--- src/verilog/adcsq_defines.svh ---
/*
  Register offsets, field positions, reset values and timing counts
  for the converter sequencer control block.
  Assumes inclusion by bare name from the package and the design.
*/
`ifndef ADCSQ_DEFINES_SVH
`define ADCSQ_DEFINES_SVH

// ----------------------------------------------------------------
// Register map (byte offsets on the plain register port)
// ----------------------------------------------------------------
`define ADCSQ_OFF_SEL    3'h0
`define ADCSQ_OFF_CTL    3'h1
`define ADCSQ_OFF_RLO    3'h2
`define ADCSQ_OFF_RHI    3'h3
`define ADCSQ_OFF_TRG    3'h4
`define ADCSQ_RST_BYTE   8'h00

// ----------------------------------------------------------------
// Control register fields
// ----------------------------------------------------------------
`define ADCSQ_CTL_EN     7
`define ADCSQ_CTL_START  6
`define ADCSQ_CTL_AUTO   5
`define ADCSQ_CTL_DONE   4
`define ADCSQ_CTL_IE     3

// ----------------------------------------------------------------
// Conversion lengths in converter clock cycles, channel codes and code limit
// ----------------------------------------------------------------
`define ADCSQ_CYC_FIRST  5'd25
`define ADCSQ_CYC_NORMAL 5'd13
`define ADCSQ_CH_BG      4'he
`define ADCSQ_CH_GND     4'hf
`define ADCSQ_CODE_MAX   10'h3ff

`endif

--- src/verilog/adcsq_pkg.sv ---
/*
  Types for the converter sequencer control block.
  Assumes the defines header is on the include path.
*/
package adcsq_pkg;
  `include "adcsq_defines.svh"

  typedef enum logic [1:0] {
    ADCSQ_REF_EXT, ADCSQ_REF_SUPPLY, ADCSQ_REF_RSVD, ADCSQ_REF_BANDGAP
  } adcsq_ref_e;

  typedef struct packed {
    adcsq_ref_e  reference_select;
    logic        left_adjust_result;
    logic        unused;
    logic [3:0]  channel_select;
  } adcsq_sel_s;

  typedef struct packed {
    logic        converter_enable;
    logic        conversion_start;
    logic        auto_trigger_enable;
    logic        conversion_done_flag;
    logic        done_interrupt_enable;
    logic [2:0]  clock_divider_select;
  } adcsq_ctl_s;

  typedef enum logic [1:0] {ADCSQ_IDLE, ADCSQ_CONV} adcsq_state_e;
endpackage
--- src/verilog/adcsq_control.sv ---
/*
  Converter sequencer control: selection and control registers, clock
  prescaler, conversion timing and result presentation.
  Assumes an analog core that returns a 10-bit code on SAMPLE_I when
  asked, a processor that acknowledges the interrupt vector, and a
  register master following the one-cycle strobe protocol.
*/
`timescale 1ns/100ps
`include "adcsq_defines.svh"

// Behaviour
// - Result code is Vin*1024/Vref; 0x000 ground, 0x3FF reference minus LSB.
// - Completed conversion value shows in the low and high result registers.
// - Bits 7:6 pick external, supply, reserved or internal 1.1V reference.
// - Reference and channel changes mid-conversion apply only after completion.
// - Left adjust bit 5 changes the result view at once, even mid-conversion.
// - Selection register bit 4 always reads zero.
// - Channel codes 0-7 inputs, 1110 bandgap, 1111 ground, others reserved.
// - Enable bit 7 powers converter; clearing it aborts a running conversion.
// - Start bit launches single conversions, or the first free-running one.
// - First conversion after enabling takes 25 converter clocks, else 13.
// - Start bit reads one while converting; writing zero does nothing.
// - Auto-trigger enable starts a conversion per rising trigger edge seen while idle; edges mid-conversion are dropped.
// - Done flag sets when a conversion ends, whether or not frozen results are updated.
// - Interrupt requested only when flag, enable and global enable all set.
// - Done flag clears on vector execution or a written one.
// - Divider codes 000,001 give 2, then 4 up to 128 for 111.
// - Reading low result freezes both result registers until high is read.
// - Trigger source zero is free running; switching to it never triggers.
// - Right adjust puts bits 9:8 high; left adjust puts 9:2 high, 1:0 low.
module adcsq_control
  import adcsq_pkg::*;
(
  input  wire logic       CLK_I,          // System clock, 200 MHz
  input  wire logic       RSTN_I,         // Synchronous reset, active low
  input  wire logic [2:0] ADDR_I,         // Register address
  input  wire logic [7:0] WDATA_I,        // Write data
  input  wire logic       WR_I,           // Write strobe
  input  wire logic       RD_I,           // Read strobe
  output logic      [7:0] RDATA_O,        // Read data, cycle after strobe
  input  wire logic [7:0] TRIG_SRC_I,     // Trigger flags, index 1..7 used
  input  wire logic       GLOBAL_IE_I,    // Processor global interrupt enable
  input  wire logic       VECTOR_ACK_I,   // Interrupt vector executed
  input  wire logic [9:0] SAMPLE_I,       // Code from the analog core
  output logic            IRQ_O,          // Conversion complete request
  output logic            POWER_O,        // Analog core powered
  output logic            SAMPLING_O,     // Conversion in progress
  output logic      [1:0] REF_O,          // Reference used by the core
  output logic      [3:0] CHANNEL_O       // Channel used by the core
);

  // ----------------------------------------------------------------
  // Registers
  // ----------------------------------------------------------------
  adcsq_sel_s   sel_reg, sel_next;
  adcsq_ctl_s   ctl_reg, ctl_next;
  logic [2:0]   trg_reg, trg_next;
  logic [9:0]   res_reg, res_next;
  logic         frz_reg, frz_next;
  logic [1:0]   lref_reg, lref_next;
  logic [3:0]   lch_reg, lch_next;
  logic [6:0]   pre_reg, pre_next;
  logic [4:0]   cyc_reg, cyc_next;
  logic         init_reg, init_next;
  logic         tprev_reg, tprev_next;
  logic [7:0]   rd_reg, rd_next;
  adcsq_state_e st_reg, st_next;

  logic         wr_sel, wr_ctl, wr_trg, tick, trig_now, start_req;
  logic         done_evt;
  logic [6:0]   div_mask;
  logic [15:0]  view;

  assign wr_sel = WR_I && (ADDR_I == `ADCSQ_OFF_SEL);
  assign wr_ctl = WR_I && (ADDR_I == `ADCSQ_OFF_CTL);
  assign wr_trg = WR_I && (ADDR_I == `ADCSQ_OFF_TRG);

  // ----------------------------------------------------------------
  // Prescaler
  // ----------------------------------------------------------------
  always_comb begin
    unique case (ctl_reg.clock_divider_select)
      3'd0, 3'd1: div_mask = 7'h01;
      3'd2:       div_mask = 7'h03;
      3'd3:       div_mask = 7'h07;
      3'd4:       div_mask = 7'h0f;
      3'd5:       div_mask = 7'h1f;
      3'd6:       div_mask = 7'h3f;
      3'd7:       div_mask = 7'h7f;
    endcase
  end

  // Counter is held at zero while off so edges start at a known phase.
  assign pre_next = ctl_reg.converter_enable ? 7'(pre_reg + 7'd1)
                                             : 7'h00;
  assign tick = ctl_reg.converter_enable &&
                ((pre_reg & div_mask) == div_mask);

  // ----------------------------------------------------------------
  // Trigger edge detection
  // ----------------------------------------------------------------
  // The flag source level follows the selection, so a switch to a set
  // source yields an edge; free running has no edge source at all.
  logic trig_lvl;
  assign trig_lvl   = (trg_reg != 3'd0) && TRIG_SRC_I[trg_reg];
  assign tprev_next = trig_lvl;
  assign trig_now   = ctl_reg.auto_trigger_enable && ctl_reg.converter_enable
                      && (((trg_reg != 3'd0) && trig_lvl && !tprev_reg)
                      || ((trg_reg == 3'd0) && st_reg == ADCSQ_IDLE &&
                          init_reg == 1'b0 && ctl_reg.conversion_start));

  // ----------------------------------------------------------------
  // Sequencer and registers
  // ----------------------------------------------------------------
  always_comb begin
    sel_next  = sel_reg;
    ctl_next  = ctl_reg;
    trg_next  = trg_reg;
    res_next  = res_reg;
    frz_next  = frz_reg;
    lref_next = lref_reg;
    lch_next  = lch_reg;
    cyc_next  = cyc_reg;
    init_next = init_reg;
    st_next   = st_reg;
    done_evt  = 1'b0;
    start_req = 1'b0;
    if (wr_sel) begin
      sel_next        = adcsq_sel_s'(WDATA_I);
      sel_next.unused = 1'b0;
    end
    if (wr_trg)
      trg_next = WDATA_I[2:0];
    if (wr_ctl) begin
      ctl_next.converter_enable      = WDATA_I[`ADCSQ_CTL_EN];
      ctl_next.auto_trigger_enable   = WDATA_I[`ADCSQ_CTL_AUTO];
      ctl_next.done_interrupt_enable = WDATA_I[`ADCSQ_CTL_IE];
      ctl_next.clock_divider_select  = WDATA_I[2:0];
      if (WDATA_I[`ADCSQ_CTL_START] && WDATA_I[`ADCSQ_CTL_EN])
        ctl_next.conversion_start = 1'b1;
      if (WDATA_I[`ADCSQ_CTL_DONE])
        ctl_next.conversion_done_flag = 1'b0;
      if (WDATA_I[`ADCSQ_CTL_EN] && !ctl_reg.converter_enable)
        init_next = 1'b1;
    end
    if (VECTOR_ACK_I)
      ctl_next.conversion_done_flag = 1'b0;
    if (RD_I && ADDR_I == `ADCSQ_OFF_RLO)
      frz_next = 1'b1;
    if (RD_I && ADDR_I == `ADCSQ_OFF_RHI)
      frz_next = 1'b0;
    unique case (st_reg)
      ADCSQ_IDLE: begin
        // Selection tracks the register until a conversion locks it.
        lref_next = sel_next.reference_select;
        lch_next  = sel_next.channel_select;
        // A pending start, from software or from a trigger edge that fell
        // between converter clock edges, launches at the next tick.
        if (tick && (trig_now || ctl_reg.conversion_start)) begin
          start_req = 1'b1;
          st_next   = ADCSQ_CONV;
          cyc_next  = init_reg ? `ADCSQ_CYC_FIRST : `ADCSQ_CYC_NORMAL;
          ctl_next.conversion_start = 1'b1;
        end else if (trig_now) begin
          ctl_next.conversion_start = 1'b1;
        end
      end
      ADCSQ_CONV: begin
        if (tick) begin
          if (cyc_reg == 5'd1) begin
            done_evt  = 1'b1;
            init_next = 1'b0;
            st_next   = ADCSQ_IDLE;
            ctl_next.conversion_start = 1'b0;
            if (!frz_next)
              res_next = SAMPLE_I;
            ctl_next.conversion_done_flag = 1'b1;
            if (ctl_reg.auto_trigger_enable && trg_reg == 3'd0)
              ctl_next.conversion_start = 1'b1;
          end else begin
            cyc_next = 5'(cyc_reg - 5'd1);
          end
        end
      end
      default: st_next = ADCSQ_IDLE;
    endcase
    if (!ctl_next.converter_enable) begin
      st_next   = ADCSQ_IDLE;
      ctl_next.conversion_start = 1'b0;
      init_next = 1'b0;
    end
  end

  // ----------------------------------------------------------------
  // Result view and read port
  // ----------------------------------------------------------------
  assign view = sel_reg.left_adjust_result
              ? {res_reg, 6'h00}
              : {6'h00, res_reg};

  always_comb begin
    rd_next = `ADCSQ_RST_BYTE;
    if (RD_I) begin
      unique case (ADDR_I)
        `ADCSQ_OFF_SEL: rd_next = sel_reg;
        `ADCSQ_OFF_CTL: rd_next = ctl_reg;
        `ADCSQ_OFF_RLO: rd_next = view[7:0];
        `ADCSQ_OFF_RHI: rd_next = view[15:8];
        `ADCSQ_OFF_TRG: rd_next = {5'h00, trg_reg};
        default:        rd_next = `ADCSQ_RST_BYTE;
      endcase
    end
  end

  always_ff @(posedge CLK_I) begin
    if (!RSTN_I) begin
      sel_reg   <= adcsq_sel_s'(`ADCSQ_RST_BYTE);
      ctl_reg   <= adcsq_ctl_s'(`ADCSQ_RST_BYTE);
      trg_reg   <= 3'h0;
      res_reg   <= 10'h000;
      frz_reg   <= 1'b0;
      lref_reg  <= 2'h0;
      lch_reg   <= 4'h0;
      pre_reg   <= 7'h00;
      cyc_reg   <= 5'h00;
      init_reg  <= 1'b0;
      tprev_reg <= 1'b0;
      rd_reg    <= 8'h00;
      st_reg    <= ADCSQ_IDLE;
    end else begin
      sel_reg   <= sel_next;
      ctl_reg   <= ctl_next;
      trg_reg   <= trg_next;
      res_reg   <= res_next;
      frz_reg   <= frz_next;
      lref_reg  <= lref_next;
      lch_reg   <= lch_next;
      pre_reg   <= pre_next;
      cyc_reg   <= cyc_next;
      init_reg  <= init_next;
      tprev_reg <= tprev_next;
      rd_reg    <= rd_next;
      st_reg    <= st_next;
    end
  end

  assign RDATA_O    = rd_reg;
  assign IRQ_O      = ctl_reg.conversion_done_flag && GLOBAL_IE_I &&
                      ctl_reg.done_interrupt_enable;
  assign POWER_O    = ctl_reg.converter_enable;
  assign SAMPLING_O = (st_reg == ADCSQ_CONV);
  assign REF_O      = lref_reg;
  assign CHANNEL_O  = lch_reg;

  // ----------------------------------------------------------------
  // Checks
  // ----------------------------------------------------------------
  // The request is a plain gate of the flag; a sticky request would
  // re-enter the handler after the vector has already cleared the flag.
  a_irq_gating: assert property (
    @(posedge CLK_I) disable iff (!RSTN_I)
    IRQ_O == (ctl_reg.conversion_done_flag && ctl_reg.done_interrupt_enable
              && GLOBAL_IE_I))
    else $error("interrupt request not gated correctly");
  a_abort_on_off: assert property (
    @(posedge CLK_I) disable iff (!RSTN_I)
    (wr_ctl && !WDATA_I[7]) |=> (!SAMPLING_O && !ctl_reg.conversion_start))
    else $error("disable did not abort conversion");
  a_done_sets: assert property (
    @(posedge CLK_I) disable iff (!RSTN_I)
    done_evt |=> ctl_reg.conversion_done_flag)
    else $error("done flag not set on completion");
  a_start_busy: assert property (
    @(posedge CLK_I) disable iff (!RSTN_I)
    SAMPLING_O |-> ctl_reg.conversion_start)
    else $error("start bit low while converting");
  a_sel_locked: assert property (
    @(posedge CLK_I) disable iff (!RSTN_I)
    (SAMPLING_O && $past(SAMPLING_O)) |-> $stable(CHANNEL_O))
    else $error("channel changed mid conversion");
  a_bit4_zero: assert property (
    @(posedge CLK_I) disable iff (!RSTN_I)
    $past(RD_I && ADDR_I == `ADCSQ_OFF_SEL) |-> !RDATA_O[4])
    else $error("reserved bit read as one");
  a_prescale_off: assert property (
    @(posedge CLK_I) disable iff (!RSTN_I)
    !ctl_reg.converter_enable |=> pre_reg == 7'h00)
    else $error("prescaler ran while disabled");
  a_freeze_hold: assert property (
    @(posedge CLK_I) disable iff (!RSTN_I)
    (frz_reg && frz_next) |=> $stable(res_reg))
    else $error("result changed while frozen");
  a_start_launch: assert property (
    @(posedge CLK_I) disable iff (!RSTN_I)
    (st_reg == ADCSQ_IDLE && tick && ctl_reg.conversion_start &&
     ctl_next.converter_enable) |=> SAMPLING_O)
    else $error("pending start did not launch a conversion");
  a_first_len: assert property (
    @(posedge CLK_I) disable iff (!RSTN_I)
    start_req |=> (cyc_reg == ($past(init_reg) ? `ADCSQ_CYC_FIRST
                                               : `ADCSQ_CYC_NORMAL)))
    else $error("conversion length loaded wrongly");

endmodule

--- config.mk ---
export PLATFORM = sky130hd
export DESIGN_NAME = adcsq_control
export DESIGN_NICKNAME = d
export VERILOG_FILES = /design/src/verilog/adcsq_pkg.sv /design/src/verilog/adcsq_control.sv
export VERILOG_INCLUDE_DIRS = /design/src /design/src/verilog
export SDC_FILE = /design/constraint.sdc
export NUM_CORES = 1
export LEC_CHECK = 0
export CORE_MARGIN = 8
export CORE_UTILIZATION = 44
export DETAILED_ROUTE_END_ITERATION = 7
export DONT_BUFFER_PORTS = 1
export PLACE_DENSITY_LB_ADDON = 0.08
export SYNTH_ARGS = -nofsm -noshare
export SYNTH_HDL_FRONTEND = slang
export SYNTH_SLANG_ARGS = --single-unit
--- constraint.sdc ---
create_clock -name CLK_I -period 6 [get_ports CLK_I]
set_input_delay 0.9 -clock CLK_I [delete_from_list [all_inputs] [get_ports CLK_I]]
set_output_delay 0.9 -clock CLK_I [all_outputs]
set_load 0.005 [all_outputs]
==> impl_results.md <==
- Status: completed
- Seq cells post-synth: 64
- Multi-input gate area: 0.001520 mm²
- Primary FF master, synth: dfxtp_1
- Core Area: 0.006644 mm²
- Max Fclk: 449.9 MHz
- Clk_lat worst skew: 0.34 ns
- Initial core utilization: 0.4450
- Placed Cells incl. Taps: 383
- Max cap viols: 0
- Top Ports: 52
- Worst min path class: flip-flop to flip-flop
- Vias: 2144
- Syn nets: 355
- DPL Wire Length: 4.768 mm
- Drt via density: 5.387
- Critical Path AT: 1.32 ns
- Power per Cell Area: 258.0 mW/mm²
- # DRC: 0
- First-pass GRT wire length: 11.01 mm
- Kind of critical path: flip-flop to output port
- Actual slew at the worst max-slew pin: 1.052 ns
- Antenna-violating nets left: 0
- Post-Route Skew: 0.008331 ns
- Startpoint Class: flip-flop
- Syn Std Cell Area: 0.002957 mm²
- Setup_tns: 0 ns
- GRT overflow: 0
- Clock tree sinks: 64
- Max reg flops: 10
- Yosys warns: 0
- Asr flop ratio synth: 0
- Final hold violations: 0
- FF/Latch Area: 0.001281 mm²
- CTS tree: built
- Initial antenna violation count: 0
- Reg clk slew, reported paths: 0.07 ns
- Routed length per instance: 16.20 µm
- First-pass DRT Iterations: 6
- Share of layout cells above drive strength 1: 0.1384
- DIE WIDTH: 97.97 µm
- # diodes: 0
- Post-CTS Resized: 0
- Min Tclk post-route: 2.223 ns
- Die Area: 0.009598 mm²
- Post-synth top area share: 0.4333
- Worst Path Required: 5.10 ns
- Setup Buffers After CTS: 0
- Max_slew headroom: 0.2982
- Most common cell after layout, fill and taps aside: dfxtp_1
- Cell row count: 30
- # nets final: 352
- CTS Buf Count: 9
- Total track usage: 0.1434
- Distinct cell type count after synthesis: 57
- Seq/Total Area, Yosys: 0.4333
- Cells after Synth: 317
- Crit. End Element: output port
- Peak VDD IR: 115.7 µV
- Detailed Route Iter0 Violations: 73
- Fill cell count: 644
- Number of flops mapped to enable cells by yosys: 0
- Worst-path fanout max: 22
- Commonest non-fill, non-tap cells in the layout: dfxtp_1, nor2_1, mux2i_1, a21oi_1, nand2_1
- Synth-to-layout area growth: 7.787%
- Final Wtd Congestion: 0.7726
- Topmost layer with routed signal wires: met4
- Tcrit/Tclk final: 0.3705
- Top cell type by total area after synthesis: dfxtp_1
- Met1 WL: 3.224 mm
- CTS Hold Bufs: 0
- Synth area leaders: dfxtp_1, mux2i_1, nor2_1
- Syn avg cell area: 9.327 µm²
- Fin cells: 398
- Die Y: 97.97 µm
- Root Buffer Master: clkbuf_8
- Largest net degree at the start of global routing: 35
- Number of global-route vias before repair: 2194
- Pleak: 0.001190 µW
- I/O Buffers: 0
- Max-slew violations: 0
- R2R setup slack: 3.90 ns
- Met2 wire len: 2.631 mm
- RSZ-0062 raised after global routing: no
- Setup violations, final: 0
- Routed met3 length: 505 µm
- Post-Route WL: 6.447 mm
- Clock buffer depth: 2
- H-tree lvl count: 3
## area by class of cell
cell class                      count  area share
Clock inverter                      3     0.01335
Multi-Input combinational cell    223      0.4770
Sequential cell                    64      0.4020
Timing Repair Buffer                2    0.004711
Inverter                           14     0.02591
Tap cell                           80     0.03141
Clock buffer                       12     0.04554
## where the power goes
group          internal [µW]  switching (µW)  total (µW)
clock network            201             160         360
logic                   12.9            15.2        28.1
registers                429            4.51         434
## Yosys cell counts (2+ instances only)
master / count
nand2_1: 16
buf_1: 2
a211oi_1: 7
mux2_1: 3
o21ai_1: 4
nor3_1: 5
mux2_2: 5
xnor2_1: 6
nor3b_1: 4
dfxtp_1: 64
inv_1: 7
a221oi_1: 2
a31oi_1: 2
mux2i_1: 31
nor2_1: 55
a2bb2oi_1: 3
buf_6: 2
clkbuf_1: 9
inv_2: 4
and2_1: 3
nand3_1: 6
nor2b_2: 2
a21oi_1: 18
nor2b_1: 9
xor2_1: 2
nand2b_1: 4
nand4_1: 3
buf_2: 3
and3_1: 6
ha_1: 3
## metal layers
| metal | vias to the layer above | track usage |
|---|---|---|
| met1 | 993 | 0.1824 |
| li1 | 1090 | - |
| met5 | - | 0 |
| met4 | 0 | 0.06115 |
| met2 | 51 | 0.2050 |
| met3 | 10 | 0.06188 |
## stage by stage
step | worst slack (ns) | utilization | power [µW] | hold WS, ns | area (µm²)
2_1_floorplan | 3.782 | - | 472.1 | 0.4260 | 2957
3_5_place_dp | 3.456 | 0.4514 | 472.0 | 0.4557 | 2999
6_report | 3.777 | 0.4797 | 822.3 | 0.4660 | 3187
4_1_cts | 3.724 | 0.4797 | 831.8 | 0.4712 | 3187
5_1_grt | 3.665 | 0.4797 | 855.7 | 0.5153 | 3187
3_3_place_gp | 3.442 | 0.4514 | 471.8 | 0.4508 | 2999
## logic make-up (layout without fill, tap and decap cells)
family,after synthesis,after routing,share of synthesized area
flops,64,64,0.4333
buf+inv,30,31,0.05459
fa+ha+maj,3,3,0.01270
simple gates,129,129,0.2345
compound gates,44,44,0.1058
xor+xnor,8,8,0.02370
mux,39,39,0.1354
## path summary, 6_finish.rpt
check                    startpoint                 endpoint  depth (start not counted)
min reg2reg   pre_reg[0]$_SDFF_PN0_    pre_reg[0]$_SDFF_PN0_                          1
max          st_reg[0]$_SDFFE_PN0P_               SAMPLING_O                          0
min           pre_reg[0]$_SDFF_PN0_    pre_reg[0]$_SDFF_PN0_                          1
max reg2reg  st_reg[0]$_SDFFE_PN0P_  res_reg[0]$_SDFFE_PN0P_                          6
(Power assumes the default switching activity.)
